--- src/rtl/htr_pkg.sv ---
// htr_pkg: constants, command and state types, checksum function for the readout core
// assumes a 100 MHz mclk and a byte/bit engine on the same clock
package htr_pkg;

  localparam int          RES_W     = 16;
  localparam logic [7:0]  CRC_POLY  = 8'h31;
  localparam logic [7:0]  CRC_INIT  = 8'hFF;
  localparam logic [7:0]  CRC_XOR   = 8'h00;

  // timing
  localparam int          CLK_NS    = 10;
  localparam int          MS_NS     = 1000000;
  localparam int          MS_CYCLES = (MS_NS + CLK_NS - 1) / CLK_NS;
  localparam int          CNT_W     = 24;
  localparam int          MSC_W     = 12;

  // auto sampling intervals in ms, rate codes 0 to 4
  localparam logic [11:0] RATE0_MS  = 12'h7D0;
  localparam logic [11:0] RATE1_MS  = 12'h3E8;
  localparam logic [11:0] RATE2_MS  = 12'h1F4;
  localparam logic [11:0] RATE3_MS  = 12'h0FA;
  localparam logic [11:0] RATE4_MS  = 12'h064;

  // limit slots
  localparam logic [1:0]  LIM_HI_SET = 2'h0;
  localparam logic [1:0]  LIM_HI_CLR = 2'h1;
  localparam logic [1:0]  LIM_LO_SET = 2'h2;
  localparam logic [1:0]  LIM_LO_CLR = 2'h3;
  // limit word: humidity top bits high, temperature top bits low
  localparam int          LIM_H_MSB  = 15;
  localparam int          LIM_H_LSB  = 9;
  localparam int          LIM_T_MSB  = 8;
  localparam int          LIM_T_LSB  = 0;

  // status word bits
  localparam int          ST_ALERT   = 15;
  localparam int          ST_HEATER  = 13;
  localparam int          ST_AUTO    = 12;
  localparam int          ST_CRC_ERR = 0;

  typedef enum logic [3:0] {
    CMD_MEAS_ONCE, CMD_AUTO_START, CMD_AUTO_STOP, CMD_SOFT_RESET,
    CMD_HEATER_ON, CMD_HEATER_OFF, CMD_WR_LIMIT, CMD_RD_RESULT,
    CMD_RD_LIMIT, CMD_RD_STATUS, CMD_CLR_STATUS
  } htr_cmd_e;

  typedef struct packed {
    htr_cmd_e    op;
    logic [2:0]  arg;
    logic [15:0] data;
    logic [7:0]  crc;
  } htr_cmd_s;

  typedef struct packed {
    logic [15:0] temp;
    logic [15:0] hum;
  } htr_res_s;

  typedef enum logic [0:0] {MS_SLEEP, MS_MEAS} htr_mst_e;
  typedef enum logic [1:0] {TX_IDLE, TX_BITS, TX_ACK} htr_tst_e;

  typedef struct packed {
    htr_mst_e         mst;
    logic             auto_on;
    logic [2:0]       rate;
    logic             heater;
    logic             alert;
    logic             crc_err;
    logic             nv_loaded;
    htr_res_s         res;
    logic [3:0][15:0] lim;
    logic [CNT_W-1:0] cyc_cnt;
    logic [MSC_W-1:0] ms_cnt;
    logic             conv_start;
    htr_tst_e         tst;
    logic [1:0][15:0] tx_word;
    logic             tx_last;
    logic             tx_widx;
    logic [1:0]       tx_bidx;
    logic [7:0]       tx_sh;
    logic [3:0]       tx_bits;
    logic             nv_wr;
    logic [1:0]       nv_idx;
    logic [15:0]      nv_data;
    logic             cmd_ack;
    logic             cmd_nack;
  } htr_state_s;

  function automatic logic [7:0] crc8(input logic [15:0] w);
    logic [7:0] c;
    c = CRC_INIT;
    for (int i = 15; i >= 0; i--) begin
      if (c[7] ^ w[i]) begin
        c = {c[6:0], 1'b0} ^ CRC_POLY;
      end else begin
        c = {c[6:0], 1'b0};
      end
    end
    return c ^ CRC_XOR;
  endfunction

  function automatic logic [11:0] rate_ms(input logic [2:0] r);
    case (r)
      3'h0:    return RATE0_MS;
      3'h1:    return RATE1_MS;
      3'h2:    return RATE2_MS;
      3'h3:    return RATE3_MS;
      default: return RATE4_MS;
    endcase
  endfunction

endpackage

--- src/rtl/htr_readout.sv ---
// htr_readout: measurement sequencing, threshold alert, limit store and checksummed readout
// assumes command decode, bit timing and the converter live outside on the same mclk
// How it works
// - every humidity and temperature result is an unsigned 16-bit code
// - codes map linearly: RH=100c/65535, C=-45+175c/65535, F=-49+315c/65535
// - on-demand: one command gives exactly one conversion, then sleep
// - auto mode repeats conversions at 0.5 to 10 per second without commands
// - auto mode wakes from sleep per selected interval, sleeps between conversions
// - alert asserts when a completed result falls outside the programmed window
// - threshold limits live in non-volatile storage and survive power cycles
// - four limits: high set, high clear, low set, low clear give hysteresis
// - one checksum byte follows every transmitted 16-bit word
// - each checksum covers only the two bytes just before it
// - checksum poly 0x31, init 0xFF, no reflection, final xor 0x00
// - checksum follows results, status word and every limit readback
// - controller may nack the last data byte; checksum is then dropped
// - measurements continue while the heater is on
// - every byte goes out most significant bit first
// - after power-up, reset or soft reset the core sleeps and awaits commands
`timescale 1ns/100ps
module htr_readout
  import htr_pkg::*;
#(
  parameter int MS_CYC = MS_CYCLES
) (
  input  wire logic             mclk,
  input  wire logic             srst,
  input  wire logic             cmd_valid,
  input  wire htr_cmd_s         cmd,
  output logic                  cmd_ack,
  output logic                  cmd_nack,
  output logic                  conv_start,
  input  wire logic             conv_done,
  input  wire htr_res_s         conv_res,
  output logic                  meas_busy,
  output logic                  heater_en,
  output logic                  alert,
  output logic                  tx_active,
  output logic                  tx_bit,
  input  wire logic             bit_step,
  input  wire logic             ack_valid,
  input  wire logic             ack_ok,
  input  wire logic [3:0][15:0] nv_limits,
  output logic                  nv_wr,
  output logic [1:0]            nv_idx,
  output logic [15:0]           nv_data
);

  if (MS_CYC < 1 || MS_CYC >= (1 << CNT_W)) begin : g_ms_cyc_check
    $error("MS_CYC out of range");
  end

  localparam logic [CNT_W-1:0] MS_LAST = CNT_W'(MS_CYC - 1);

  htr_state_s st;
  htr_state_s next_st;

  function automatic logic [7:0] byte_of(input logic [15:0] w, input logic [1:0] b);
    case (b)
      2'h0:    return w[15:8];
      2'h1:    return w[7:0];
      default: return crc8(w);
    endcase
  endfunction

  logic [6:0]  h7;
  logic [8:0]  t9;
  logic        out_win;
  logic        in_clr;
  logic        tx_free;
  logic        start_conv;
  logic [15:0] status_w;

  assign h7 = conv_res.hum[15:9];
  assign t9 = conv_res.temp[15:7];
  assign tx_free = (st.tst == TX_IDLE);
  assign status_w = 16'((st.alert << ST_ALERT) | (st.heater << ST_HEATER)
                        | (st.auto_on << ST_AUTO) | (st.crc_err << ST_CRC_ERR));

  // window compare on the top bits of each result
  always_comb begin
    out_win = (h7 > st.lim[LIM_HI_SET][LIM_H_MSB:LIM_H_LSB])
            | (t9 > st.lim[LIM_HI_SET][LIM_T_MSB:LIM_T_LSB])
            | (h7 < st.lim[LIM_LO_SET][LIM_H_MSB:LIM_H_LSB])
            | (t9 < st.lim[LIM_LO_SET][LIM_T_MSB:LIM_T_LSB]);
    in_clr  = (h7 <= st.lim[LIM_HI_CLR][LIM_H_MSB:LIM_H_LSB])
            & (t9 <= st.lim[LIM_HI_CLR][LIM_T_MSB:LIM_T_LSB])
            & (h7 >= st.lim[LIM_LO_CLR][LIM_H_MSB:LIM_H_LSB])
            & (t9 >= st.lim[LIM_LO_CLR][LIM_T_MSB:LIM_T_LSB]);
  end

  always_comb begin
    next_st            = st;
    next_st.conv_start = 1'b0;
    next_st.nv_wr      = 1'b0;
    next_st.cmd_ack    = 1'b0;
    next_st.cmd_nack   = 1'b0;
    start_conv         = 1'b0;

    // limits come back from non-volatile storage once after reset
    if (!st.nv_loaded) begin
      next_st.lim       = nv_limits;
      next_st.nv_loaded = 1'b1;
    end

    // auto interval timer
    if (st.auto_on) begin
      if (st.cyc_cnt == MS_LAST) begin
        next_st.cyc_cnt = '0;
        if (st.ms_cnt == rate_ms(st.rate) - 12'h001) begin
          next_st.ms_cnt = '0;
          start_conv     = 1'b1;
        end else begin
          next_st.ms_cnt = st.ms_cnt + 12'h001;
        end
      end else begin
        next_st.cyc_cnt = st.cyc_cnt + CNT_W'(1);
      end
    end

    // commands
    if (cmd_valid) begin
      next_st.cmd_ack = 1'b1;
      case (cmd.op)
        CMD_MEAS_ONCE: begin
          if (st.mst == MS_MEAS || st.auto_on) begin
            next_st.cmd_ack  = 1'b0;
            next_st.cmd_nack = 1'b1;
          end else begin
            start_conv = 1'b1;
          end
        end
        CMD_AUTO_START: begin
          if (cmd.arg > 3'h4) begin
            next_st.cmd_ack  = 1'b0;
            next_st.cmd_nack = 1'b1;
          end else begin
            next_st.auto_on = 1'b1;
            next_st.rate    = cmd.arg;
            next_st.cyc_cnt = '0;
            next_st.ms_cnt  = '0;
          end
        end
        CMD_AUTO_STOP: begin
          next_st.auto_on = 1'b0;
        end
        CMD_SOFT_RESET: begin
          next_st.mst       = MS_SLEEP;
          next_st.auto_on   = 1'b0;
          next_st.heater    = 1'b0;
          next_st.alert     = 1'b0;
          next_st.crc_err   = 1'b0;
          next_st.nv_loaded = 1'b0;
          next_st.tst       = TX_IDLE;
        end
        CMD_HEATER_ON, CMD_WR_LIMIT: begin
          if (crc8(cmd.data) != cmd.crc) begin
            next_st.cmd_ack  = 1'b0;
            next_st.cmd_nack = 1'b1;
            next_st.crc_err  = 1'b1;
          end else if (cmd.op == CMD_HEATER_ON) begin
            next_st.heater = 1'b1;
          end else begin
            next_st.lim[cmd.arg[1:0]] = cmd.data;
            next_st.nv_wr             = 1'b1;
            next_st.nv_idx            = cmd.arg[1:0];
            next_st.nv_data           = cmd.data;
          end
        end
        CMD_HEATER_OFF: begin
          next_st.heater = 1'b0;
        end
        CMD_CLR_STATUS: begin
          next_st.crc_err = 1'b0;
        end
        CMD_RD_RESULT, CMD_RD_LIMIT, CMD_RD_STATUS: begin
          if (!tx_free) begin
            next_st.cmd_ack  = 1'b0;
            next_st.cmd_nack = 1'b1;
          end else begin
            next_st.tst      = TX_BITS;
            next_st.tx_widx  = 1'b0;
            next_st.tx_bidx  = 2'h0;
            next_st.tx_bits  = 4'h0;
            next_st.tx_last  = (cmd.op != CMD_RD_RESULT);
            if (cmd.op == CMD_RD_RESULT) begin
              next_st.tx_word = {st.res.hum, st.res.temp};
            end else if (cmd.op == CMD_RD_LIMIT) begin
              next_st.tx_word = {16'h0000, st.lim[cmd.arg[1:0]]};
            end else begin
              next_st.tx_word = {16'h0000, status_w};
            end
            next_st.tx_sh = byte_of(next_st.tx_word[0], 2'h0);
          end
        end
        default: begin
          next_st.cmd_ack  = 1'b0;
          next_st.cmd_nack = 1'b1;
        end
      endcase
    end

    // soft reset abandons a conversion that would start this cycle
    if (cmd_valid && cmd.op == CMD_SOFT_RESET) begin
      start_conv = 1'b0;
    end

    // measurement sequencing; heater state has no say here
    case (st.mst)
      MS_SLEEP: begin
        if (start_conv) begin
          next_st.mst        = MS_MEAS;
          next_st.conv_start = 1'b1;
        end
      end
      MS_MEAS: begin
        if (conv_done && !(cmd_valid && cmd.op == CMD_SOFT_RESET)) begin
          next_st.mst = MS_SLEEP;
          next_st.res = conv_res;
          if (out_win) begin
            next_st.alert = 1'b1;
          end else if (in_clr) begin
            next_st.alert = 1'b0;
          end
        end
      end
      default: begin
        next_st.mst = MS_SLEEP;
      end
    endcase

    // serial readout: msb, lsb, checksum per word
    case (st.tst)
      TX_IDLE: begin
      end
      TX_BITS: begin
        if (bit_step) begin
          next_st.tx_sh   = {st.tx_sh[6:0], 1'b0};
          next_st.tx_bits = st.tx_bits + 4'h1;
          if (st.tx_bits == 4'h7) begin
            next_st.tst = TX_ACK;
          end
        end
      end
      TX_ACK: begin
        if (ack_valid) begin
          next_st.tx_bits = 4'h0;
          if (!ack_ok) begin
            next_st.tst = TX_IDLE;
          end else if (st.tx_bidx == 2'h2) begin
            if (st.tx_last || st.tx_widx) begin
              next_st.tst = TX_IDLE;
            end else begin
              next_st.tst     = TX_BITS;
              next_st.tx_widx = 1'b1;
              next_st.tx_bidx = 2'h0;
              next_st.tx_sh   = byte_of(st.tx_word[1], 2'h0);
            end
          end else begin
            next_st.tst     = TX_BITS;
            next_st.tx_bidx = st.tx_bidx + 2'h1;
            next_st.tx_sh   = byte_of(st.tx_word[st.tx_widx], st.tx_bidx + 2'h1);
          end
        end
      end
      default: begin
        next_st.tst = TX_IDLE;
      end
    endcase

    // soft reset also aborts a readout in flight
    if (cmd_valid && cmd.op == CMD_SOFT_RESET) begin
      next_st.tst = TX_IDLE;
    end
  end

  always_ff @(posedge mclk) begin
    if (srst) begin
      st <= '0;
    end else begin
      st <= next_st;
    end
  end

  assign cmd_ack    = st.cmd_ack;
  assign cmd_nack   = st.cmd_nack;
  assign conv_start = st.conv_start;
  assign meas_busy  = (st.mst == MS_MEAS);
  assign heater_en  = st.heater;
  assign alert      = st.alert;
  assign tx_active  = !tx_free;
  assign tx_bit     = st.tx_sh[7];
  assign nv_wr      = st.nv_wr;
  assign nv_idx     = st.nv_idx;
  assign nv_data    = st.nv_data;

endmodule

--- config.mk ---
export PLATFORM = sky130hd
export DESIGN_NAME = htr_readout
export DESIGN_NICKNAME = d
export VERILOG_FILES = /design/src/rtl/htr_pkg.sv /design/src/rtl/htr_readout.sv
export SDC_FILE = /design/constraint.sdc
export NUM_CORES = 1
export LEC_CHECK = 0
export BUFFER_PORTS_ARGS = -buffer_cell sky130_fd_sc_hd__buf_2
export CAP_MARGIN = 20
export CORE_UTILIZATION = 50
export DETAILED_ROUTE_END_ITERATION = 8
export PLACE_DENSITY = 0.73
export SLEW_MARGIN = 20
export SYNTH_ARGS = -nofsm -noshare
export SYNTH_HDL_FRONTEND = slang
export SYNTH_SLANG_ARGS = --single-unit
export TNS_END_PERCENT = 10
--- constraint.sdc ---
create_clock -name mclk -period 2.52 [get_ports mclk]
set_input_delay 0.252 -clock mclk [delete_from_list [all_inputs] [get_ports mclk]]
set_output_delay 0.252 -clock mclk [all_outputs]
set_load 0.01 [all_outputs]
# Word-level counts from Yosys, hierarchy flattened
# Index checks and enable logic that the tools add are counted.
# Widths: inputs -> output; s select.
# totals
register_bits	213
latch_bits	0
mem_bits_rw	0
mem_bits_ro	0
inputBits	134
out_inout_bits	27
wordCells	396
n_memories	0
# op_classes
add_sub_neg	5
n_mul	0
n_div	0
n_lt_le_gt_ge	12
eq_ne	26
n_shift	0
mux	217
n_bitwise	75
reduce_logical	32
# op_table
operator	count
$mux 8	107
$mux 64	4
$mux 6	32
$mux 36	3
$mux 100	1
$not 3->3	30
$mux 16	5
$mux 71	1
$bwmux 64	1
$mux 12	5
$mux 19	3
$mux 50	1
$mux 48	1
$pmux 11 s4	1
$bmux 16 s2	1
$demux 16 s2	1
$mux 32	1
$xor 1x1->1	30
$add 24x1->24 const B	1
$eq 24x17->1 const B	1
$mux 24	1
$pmux 12 s2	1
$mux 1	22
$mux 11	2
58 further kinds	111

# Longest topological paths before layout
# Gate-level depths: netlist of the first run.
# logic_depth
word_depth	113
mapped_depth	13
mapped_depth_nobuf	11

# Least setup slack after synthesis of the first run
# No wires, ideal clock.
# synth_timing
path_kind	register to register
from	reg st[208] (netlist name)
to	reg st[72] (netlist name)
setup_ns	0.123
arrival_time_ns	2.521
required_time_ns	2.397
path_slack_ns	-0.123
stages_incl_launch_ff	13
path_buffers	1
period_less_slack_ns	2.643
path_cell_list	dfxtp_1 > clkbuf_1 > inv_1 > nor2_1 > nand2_1 > ha_1 > xnor2_1 > a2111oi_0 > and3_1 > nand4_1 > or4_1 > nand2_1 > nor2_1
# synth_via
elab_chain_cells	12
elab_cells_between_ends	15
cone_classes	add/sub (1); eq/ne (4); mux (9); reduce/logical (1)
# synth_lines
item	line_no	source
start, declared	htr_readout.sv:55	htr_state_s st;
start signal, assigned	htr_readout.sv:281	st <= next_st;
$eq 3x2->1, or another cell as far along	htr_pkg.sv:103	case (r)
$pmux 11 s4 (*)	htr_pkg.sv:103	
$mux 12 (*)	htr_readout.sv:108	if (st.cyc_cnt == MS_LAST) begin
$mux 12 (*)	htr_readout.sv:107	if (st.auto_on) begin
$sub 12x1->12 (*)	htr_readout.sv:110	if (st.ms_cnt == rate_ms(st.rate) - 12'h001) begin
$eq 12x12->1 (*)	htr_readout.sv:110	
$mux 12 (*)	htr_readout.sv:110	
$mux 12 (*)	htr_readout.sv:108	
$mux 36 (*)	htr_readout.sv:107	
$mux 36	htr_readout.sv:134	if (cmd.arg > 3'h4) begin
$mux 36	htr_readout.sv:124	case (cmd.op)
$mux 100 (*)	htr_readout.sv:122	if (cmd_valid) begin
# Mark *: on every way between the ends. The rest lies on a longest branch, timed or not. The select of a mux whose other input is x is not followed.
# A chain may end at the register's enable or synchronous reset.

# Worst setup path after layout of the first run
# layout_timing
from	reg st[66] (netlist name)
to	reg st[31] (netlist name)
# layout_via
elab_chain_cells	87
elab_cells_between_ends	102
cone_classes	mux (85); bitwise (17)
# layout_lines
item	line_no	source
$mux 16 (not written as such) (*) (2 in a row)	htr_readout.sv:262	next_st.tx_sh = byte_of(st.tx_word[st.tx_widx], st.tx_bidx + 2'h1);
$xor 1x1->1 (*)	htr_pkg.sv:93	if (c[7] ^ w[i]) begin
$mux 6 (*)	htr_pkg.sv:93	
$mux 8 (*)	htr_readout.sv:59	case (b)
$mux 8 (*)	htr_readout.sv:250	end else if (st.tx_bidx == 2'h2) begin
$mux 8 (*)	htr_readout.sv:248	if (!ack_ok) begin
$mux 8 (*)	htr_readout.sv:246	if (ack_valid) begin
$mux 8 (*)	htr_readout.sv:233	case (st.tst)
(+70 left out)	--	
$mux 8 (*)	htr_readout.sv:248	
$mux 8 (*)	htr_readout.sv:246	
$mux 8 (*)	htr_readout.sv:233	
$pmux 8 s2 (*)	htr_readout.sv:59	
$mux 10 (*)	htr_readout.sv:250	
$mux 11 (*)	htr_readout.sv:248	
$mux 15 (*)	htr_readout.sv:246	
$pmux 12 s2 (*)	htr_readout.sv:233	
# Marked as above.

==> results.yml, run 1 <==
logic_synthesis:
  synth.top_cell.area_share_pct: 32.1
  post-synth-top-area-cell: "dfxtp_1"
  ys_warn_count: 0
  synth_cell_types: 70
  syn_area_sq_um: 13300
  synth_ff_type: "dfxtp_1"
  async_reset_ff_share_pct: 0
  synthCells: 1546
  synth_edf_count: 0
  ys_seq_elements: 213
  seq_area_frac_synth_pct: 32.1
  synth_area_leaders: "dfxtp_1 32%, mux2i_1 8.5%, ha_1 7.0%"
  avgSynthCellArea_sq_um: 8.58
  syn_nets: 1754
hold_path:
  hp-class: "input port to register"
global_routing:
  use_met1_pct: 34.2
  gr-usage-all-layers_pct: 27.5
  gr-usage-met3_pct: 5.47
  met2_usage_pct: 47.0
  grt_pass1_vias: 11490
  antenna_found_initial: 9
  grt_overflow: 0
  grt_start_max_net_pins: 102
  grt_pass1_wl_microns: 59100
  top_usage_layer: "met2"
placed_design:
  placed_area_sq_um: 14900
  post-place-ws_ns: -0.221
  port_buffers: 160
  dp_hpwl_microns: 28600
  gp_congestion: 0.926
pwr:
  p_total_mw: 8.63
  leakagePower_nw: 6.70
  p_per_area_nw_per_um2: 539
  irDropWorstVdd_mv: 0.436
drt:
  wl_microns: 37700
  drtIter0Drc: 915
  post-route-drc-count: 0
  post_drt_via_cell_ratio: 5.69
  vias: 11963
  ant_nets: 0
  wl_per_cell_microns: 17.9
  firstDrtPassIters: 8
critical_path:
  timing.rr.end: "st[31]"
  critPathMaxFanout: 5
  r2r_start: "st[66]"
  critical_path.cell_chain: "xnor3_1, mux2i_2, xor2_2, xnor3_2, xor2_2, xnor2_1, a211o_1, a21oi_2, o21a_1"
  worst-path-stages: 9
  crit_path_end: "st[31]"
  reg2reg_depth: 9
  path_common_cell: "xor2_2"
  startpoint: "st[66]"
  path_class: "register to register"
  end_kind: "register"
  required_ns: 2.99
  r2r_slack_ns: -0.02
  crit_buf_inv: 0
  startpoint_type: "register"
  slowest_delay_ns: 0.40
  cp_slowest_cell: "xnor3_1"
  arrival_ns: 3.01
  crit_family: "XOR/XNOR gates"
sta:
  max-slew-margin-rel_pct: 49.1
  fmax_mhz: 394
  rsz0062_at_grt: "true"
  skew_ns: 0.0156
  slew_violations: 0
  setup_ws_ns: -0.0198
  fin_crit_sh_pct: 101
  min_period_ns: 2.54
  hold_viol: 0
  worst_pin_slew_ns: 0.763
  setup_viol_count_final: 1
floorplan:
  die_area_sq_um: 27200
  floorplan.initialDensity_pct: 50.9
  boundaryPins: 161
  core_area_sq_um: 26100
  die_x_microns: 165
  rows: 59
  die-height_microns: 165
clock_network:
  ctsRootBufferMaster: "clkbuf_16"
  clock_sinks: 213
  cts_buffers: 24
  clk-insertion-delay-late_ns: 0.53
  cts_buffer_depth: 3
  cts_tree: "built"
  path_clk_slew_ns: 0.06
  htreeDepth: 1
run:
  maxCapViolCount: 0
status:
  violations: "negative setup slack"
  outcome: "complete, but fails checks"
finish:
  fin_util_pct: 61.5
  syn_to_final_growth_pct: 20.7
  drive_gt1_share_pct: 23.4
  fin_area_sq_um: 16000
  nNetsFinal: 1953
==> cells in the mapped netlist, types with 18 or more instances <==
cell type	n
nor2_1	183
nand2_1	141
mux2i_1	113
a211oi_1	61
buf_2	18
dfxtp_1	213
nor3_1	21
xnor2_1	56
a21oi_1	103
ha_1	74
a21o_1	18
buf_4	23
o21ai_0	41
nand4_1	21
nand3_1	47
clkbuf_1	70
inv_1	81
xor2_1	39
==> per-layer routing <==
| layer | wire length, microns | vias up | part of all wire [%] |
|---|---|---|---|
| li1 | - | 5837 | - |
| met1 | 15900 | 5670 | 42 |
| met2 | 18100 | 368 | 48 |
| met3 | 2420 | 82 | 6.4 |
| met4 | 1130 | 6 | 3.0 |
| met5 | 28 | - | 0.074 |
==> power breakdown <==
part | internal [mW] | leakage [nW] | switching, mW
Sequential | 3.46 | 1.73 | 0.104
Clock | 2.01 | 0.386 | 1.47
Combinational | 0.794 | 4.58 | 0.792
==> through the flow <==
stage,hold WS (ns),cells,setup TNS [ns]
6_report,0.0107,2104,-0.0198
5_1_grt,0.0246,2101,-0.291
4_1_cts,0.00230,2096,-0.0461
3_5_place_dp,0.448,2039,-12.39
3_3_place_gp,0.444,2039,-7.45
2_1_floorplan,0.388,1546,-1.09
==> flip-flops by register name (all words and copies together) (netlist names) <==
name and count:
st 187, nv_data 16, nv_idx 2, alert 1, cmd_ack 1, cmd_nack 1
conv_start 1, heater_en 1, meas_busy 1, nv_wr 1, tx_bit 1
==> layout by cell type (no fill, tap or decap), drive strengths merged, types with 7 or more instances in the layout <==
cell type and instances:
nor2b 11, buf 283, a221oi 12, clkinv 9, nor2 183, dlygate4sd3 12
mux4 16, nand3 48, o21ai 41, and3 11, xnor2 59, mux2i 114
a21oi 103, nand2b 14, nand2 142, a21o 18, clkbuf 29, ha 74
nand4 21, o22ai 8, nor3 21, xor2 41, a211oi 77, dfxtp 213
inv 82, a22oi 7, xnor3 11
==> timing repair <==
item | in CTS | in global routing
pin swaps | 2 | 10
buffers inserted | 1 | 2
gates resized for setup | 6 | 32
hold buffers | 12 | 0
hold endpoints to repair | 12 | 0
endpoints found under the setup margin | 19 | 19
==> worst reg2reg max path: stages (launching register included) <==
cell     delay [ns]
dfxtp_4        0.37
xnor3_1        0.40
mux2i_2        0.26
xor2_2         0.21
xnor3_2        0.40
xor2_2         0.18
xnor2_1        0.13
a211o_1        0.30
a21oi_2        0.12
o21a_1         0.13
==> cells by family (layout without fill, tap and decap cells) <==
logic type,after synthesis,count (layout),synth area share (%)
AO/OA/AOI/OAI,319,319,16.3
XOR/XNOR,113,113,9.11
adder cells (fa/ha/maj),74,74,6.98
buffers and inverters,203,420,6.90
flip-flops,213,213,32.1
multiplexers,136,136,11.9
other,0,6,0
AND/OR/NAND/NOR,488,488,16.7
==> worst min path at each step <==
stage,slack (ns),startpoint,cells past startpoint,to
final,0.01,conv_res[9],3,st[181]
after global routing,0.02,srst,2,st[209]
after CTS,0.002,conv_res[9],3,st[181]
after detailed placement,0.45,st[198],2,st[198]
after global placement,0.44,st[194],2,st[194]
after floorplan,0.39,conv_res[0],2,st[172]
==> cell type report <==
cell class                      count  area [sq um]
Inverter                           81           304
Tap cell                          335           419
Clock buffer                       29           671
Timing Repair Buffer              295          1950
Clock inverter                     15           121
Multi-Input combinational cell   1130          8270
Fill cell                        2250         10000
Sequential cell                   213          4280
Antenna cell                        6          15.0
Note: power is estimated with default switching activity, not from simulation.
==> inputs of run 2 (changes only) <==
Settings changed: PLACE_DENSITY 0.73 to 0.7.
Clock period 2.52 ns to 3.1 ns, I/O delays scaled along.
==> run 2 against run 1 <==
The run now ends clean. Hold slack gained 0.018 ns. Cell count fell by 4.7%. Global-route usage fell by 0.63 points. Highest routed layer unchanged.
==> results.yml, run 2 (synthesized netlist as in run 1, its figures left out) <==
pwr:
  pwr-share-clk_pct: 41.8
  irDropWorstVdd_mv: 0.357
  switching_power_mw: 1.88
  intPower_mw: 5.02
  swShare_pct: 27.2
  pwr-share-seq_pct: 42.1
  leakagePower_nw: 6.15
  p_total_mw: 6.90
  power_frac_comb_pct: 16.1
  p_per_area_nw_per_um2: 458
sta:
  min_period_ns: 2.86
  hold_viol: 0
  setup_viol_count_final: 0
  setup_tns_ns: 0
  skew_ns: 0.0125
  fmax_mhz: 349
  max-slew-margin-rel_pct: 47.2
  worst_pin_slew_ns: 0.793
  slew_violations: 0
  fin_crit_sh_pct: 92.4
clock_network:
  cts_buffer_depth: 3
  cts_hold_buf: 0
  ctsRootBufferMaster: "clkbuf_16"
  clk-insertion-delay-late_ns: 0.52
  cts_tree: "built"
  cts_setup_buffers: 0
  htreeDepth: 1
  cts_buffers: 25
  clock_sinks: 213
  path_clk_slew_ns: 0.06
finish:
  nFillCells: 2359
  syn_to_final_growth_pct: 13.6
  final_cell_mix: "212 x dfxtp_1, 182 x nor2_1, 159 x buf_2"
  fin_area_sq_um: 15100
  largest_reg_flops: 187
  drive_gt1_share_pct: 17.7
  fin_util_pct: 57.9
  final_common_cell: "dfxtp_1"
  nNetsFinal: 1853
  regMostFlops: "st"
critical_path:
  end_kind: "register"
  startpoint_type: "register"
  path_class: "register to register"
  arrival_ns: 3.26
  cp_slowest_cell: "or4_1"
  critPathMaxFanout: 10
  slowest_delay_ns: 0.58
  required_ns: 3.49
  path_common_cell: "nor2_1"
  critical_path.cell_chain: "nor2_1, nand2_1, ha_1, xnor2_1, a2111oi_0, and3_1, nand4_1, or4_1, nand2_2, nor2_1"
floorplan:
  boundaryPins: 161
  rows: 59
  die_area_sq_um: 27200
  die-height_microns: 165
  die_x_microns: 165
  floorplan.initialDensity_pct: 50.9
  core_area_sq_um: 26100
placed_design:
  gp_congestion: 0.916
  port_buffers: 160
  dp_hpwl_microns: 27300
  placed_area_sq_um: 14200
status:
  outcome: "complete, no violations"
run:
  maxCapViolCount: 0
drt:
  wl_microns: 36000
  post_drt_via_cell_ratio: 5.69
  vias: 11407
  drtIter0Drc: 824
  firstDrtPassIters: 5
  wl_per_cell_microns: 18.0
  ant_nets: 0
  post-route-drc-count: 0
global_routing:
  grt_overflow: 0
  grt_start_max_net_pins: 87
  grt_pass1_vias: 10915
  gr-usage-all-layers_pct: 26.8
  grt_pass1_wl_microns: 57900
  antenna_found_initial: 9
hold_path:
  hp-class: "input port to register"
[run 2: cell count changes in the layout (fill, tap and decap cells not counted), moves of 3 or more]
cell,delta
inv_6,+4
clkinvlp_4,-4
xnor2_2,-5
dfxtp_2,-4
dlygate4sd3_1,-12
buf_4,-87
a221oi_2,-3
mux2i_1,+5
dfxtp_1,+5
xnor2_1,+7
a221oi_1,+3
mux2i_2,-4
[run 2: through the flow]
stage                     hold slack (ns)  std cells  worst slack [ns]
after floorplan                     0.428       1546             0.429
after global placement              0.444       1953             0.205
after detailed placement            0.445       1953             0.111
after CTS                          0.0235       1998             0.198
after global routing               0.0432       2003          -0.00297
final                              0.0284       2005             0.236
[run 2: layer usage]
metal / vias up / share of wire (%) / GRT usage [%] / routed length (microns)
li1: 5643 / - / - / -
met1: 5386 / 46 / 36.3 / 16600
met2: 305 / 45 / 43.4 / 16300
met3: 69 / 5.5 / 4.12 / 1980
met4: 4 / 3.2 / 8.97 / 1160
met5: - / 0.064 / 0 / 23
[run 2: power by group through the flow]
stage               logic, mW  clock network [mW]  registers [mW]
floorplan               0.813                   0            2.91
finish                   1.11                2.88            2.90
global placement         1.08                   0            2.96
detailed placement       1.10                   0            2.96
global route             1.22                3.04            2.91
CTS                      1.11                2.93            2.90
[run 2: final timing paths]
check / depth (start not counted) / slack [ns] / endpoint / startpoint
worst max-delay path: 10 / 0.24 / st[77] / st[210]
worst min-delay path: 3 / 0.03 / st[173] / conv_res[1]
worst min register to register: 2 / 0.45 / st[56] / st[56]
worst max register to register: 10 / 0.24 / st[77] / st[210]
[run 2: cell type report]
class                           count  area [sq um]  area share (%)
Antenna cell                        7          17.5           0.116
Clock buffer                       31           688            4.56
Clock inverter                     14           125           0.830
Inverter                           81           304            2.02
Multi-Input combinational cell   1130          8110            53.8
Sequential cell                   213          4270            28.3
Tap cell                          335           419            2.78
Timing Repair Buffer              194          1150            7.62
[run 2: timing repair]
action / in CTS / in global routing
endpoints found under the hold margin: 0 / 0
setup endpoints to repair: 0 / 10
gates resized for setup: 0 / 2
[run 2: critical path, delay by kind of cell, from the launching register on]
family / cells / cell delay, ns
and+or+nand+nor: 7 / 1.54
DFF: 1 / 0.41
adders and majority gates: 1 / 0.33
AOI/OAI and AO/OA: 1 / 0.32
xor gates and xnor gates: 1 / 0.13
==> inputs of run 3 (changes only) <==
==> constraint.sdc (replaced) <==
create_clock -name mclk -period 2.65 [get_ports mclk]
set_input_delay 0.3975 -clock mclk [delete_from_list [all_inputs] [get_ports mclk]]
set_output_delay 0.3975 -clock mclk [all_outputs]
set_load 0.01 [all_outputs]
==> run 3 against run 2 <==
Worst setup slack worse by 0.18 ns. Via count is 3.4% higher. Non-clock buffer count is 72 higher. Register-to-register slack worse by 0.18 ns. Power is 16% higher. Routed wire length is 4.5% higher. First-iteration DRC count is 5.7% higher. Utilization is 2.4 points higher. Largest power group unchanged. Combinational power is 26% higher. Clock power is 12% higher. Cell count is 3.8% higher.
==> results.yml, run 3 (synthesized netlist as in run 1, its figures left out) <==
drt:
  ant_nets: 0
  firstDrtPassIters: 5
  drtIter0Drc: 871
  wl_microns: 37700
  post_drt_via_cell_ratio: 5.67
  vias: 11800
  wl_per_cell_microns: 18.1
  post-route-drc-count: 0
finish:
  regMostFlops: "st"
  final_cell_mix: "212 x dfxtp_1, 176 x nor2_1, 159 x buf_2"
  drive_gt1_share_pct: 21.7
  nNetsFinal: 1924
  syn_to_final_growth_pct: 18.4
  largest_reg_flops: 187
  final_common_cell: "dfxtp_1"
hold_path:
  hp-class: "input port to register"
critical_path:
  cp_slowest_cell: "xnor3_1"
  arrival_ns: 3.06
  path_class: "register to register"
  critical_path.cell_chain: "buf_12, mux2i_1, xnor2_1, xnor3_1, xor2_1, xnor2_1, a211o_1, a21oi_1, o21a_1"
  path_common_cell: "xnor2_1"
  end_kind: "register"
  startpoint_type: "register"
  crit_buf_inv: 1
  critPathMaxFanout: 21
  required_ns: 3.11
  slowest_delay_ns: 0.49
  crit_family: "XOR/XNOR gates"
placed_design:
  dp_hpwl_microns: 29000
  gp_congestion: 0.962
  post-place-ws_ns: -0.246
  port_buffers: 160
clock_network:
  ctsResizeCount: 0
  cts_tree: "built"
  path_clk_slew_ns: 0.06
  htreeDepth: 1
  cts_setup_buffers: 0
  clock_sinks: 213
  cts_buffer_depth: 3
  cts_buffers: 24
  ctsRootBufferMaster: "clkbuf_16"
  cts_hold_buf: 0
  clk-insertion-delay-late_ns: 0.52
global_routing:
  gr-usage-all-layers_pct: 27.6
  grt_pass1_wl_microns: 58900
  grt_start_max_net_pins: 93
  antenna_found_initial: 17
  grt_pass1_vias: 11191
  grt_overflow: 0
pwr:
  p_per_area_nw_per_um2: 511
  leakagePower_nw: 6.50
  irDropWorstVdd_mv: 0.420
sta:
  fin_crit_sh_pct: 98.0
  fmax_mhz: 385
  slew_violations: 0
  rsz0062_at_grt: "true"
  hold_viol: 0
  setup_viol_count_final: 0
  skew_ns: 0.0154
  setup_ws_ns: 0.0540
  setup_tns_ns: 0
  min_period_ns: 2.60
  worst_pin_slew_ns: 0.660
  max-slew-margin-rel_pct: 56.0
run:
  maxCapViolCount: 0
floorplan:
  die_x_microns: 165
  core_area_sq_um: 26100
  floorplan.initialDensity_pct: 50.9
  rows: 59
  die-height_microns: 165
  boundaryPins: 161
  die_area_sq_um: 27200
status:
  outcome: "complete, no violations"
run 3: metal layers:
layer / vias up / share of wire [%] / track usage, %
met5: - / 0.13 / 0
met4: 8 / 2.9 / 8.80
met3: 79 / 7.0 / 5.85
met2: 359 / 47 / 46.2
met1: 5561 / 43 / 35.2
li1: 5793 / - / -
run 3: final cells by class:
| type | count | area (sq um) |
|---|---|---|
| inverters | 81 | 304 |
| repair buffers | 266 | 1730 |
| clock buffers | 32 | 702 |
| clock inverters | 10 | 73.8 |
| diodes | 14 | 35.0 |
| flip-flops and latches | 213 | 4270 |
| multi-input cells | 1130 | 8180 |
| fillers | 2320 | 10400 |
| well taps | 335 | 419 |
run 3: through the flow:
| stage | cell area, sq um | utilization (%) | std cells | hold WS [ns] | power (mW) |
|---|---|---|---|---|---|
| global placement | 14900 | 57.0 | 2025 | 0.442 | 4.81 |
| detailed placement | 14900 | 57.0 | 2025 | 0.449 | 4.84 |
| finish | 15700 | 60.3 | 2081 | 0.112 | 8.02 |
| floorplan | 13300 | - | 1546 | 0.428 | 4.36 |
| CTS | 15600 | 60.0 | 2067 | 0.102 | 8.05 |
| global route | 15700 | 60.2 | 2076 | 0.116 | 8.35 |
run 3: final timing paths:
check	start	end	slack (ns)	cells past startpoint
worst min-delay path	conv_res[5]	st[177]	0.11	3
worst max-delay path	st[35]	st[31]	0.05	9
worst min register to register	st[56]	st[56]	0.46	2
worst max register to register	st[35]	st[31]	0.05	9
run 3: worst register-to-register path, cell delays in order, from the launching register on:
cell and delay (ns):
dfxtp_1 0.35, buf_12 0.18, mux2i_1 0.36, xnor2_1 0.20
xnor3_1 0.49, xor2_1 0.19, xnor2_1 0.14, a211o_1 0.31
a21oi_1 0.18, o21a_1 0.13
run 3: power breakdown:
part	switching (mW)	leakage (nW)	internal (mW)	total [mW]
Combinational	0.716	4.38	0.687	1.40
Sequential	0.104	1.73	3.29	3.39
Clock	1.36	0.381	1.87	3.22
Total	2.18	6.50	5.84	8.02
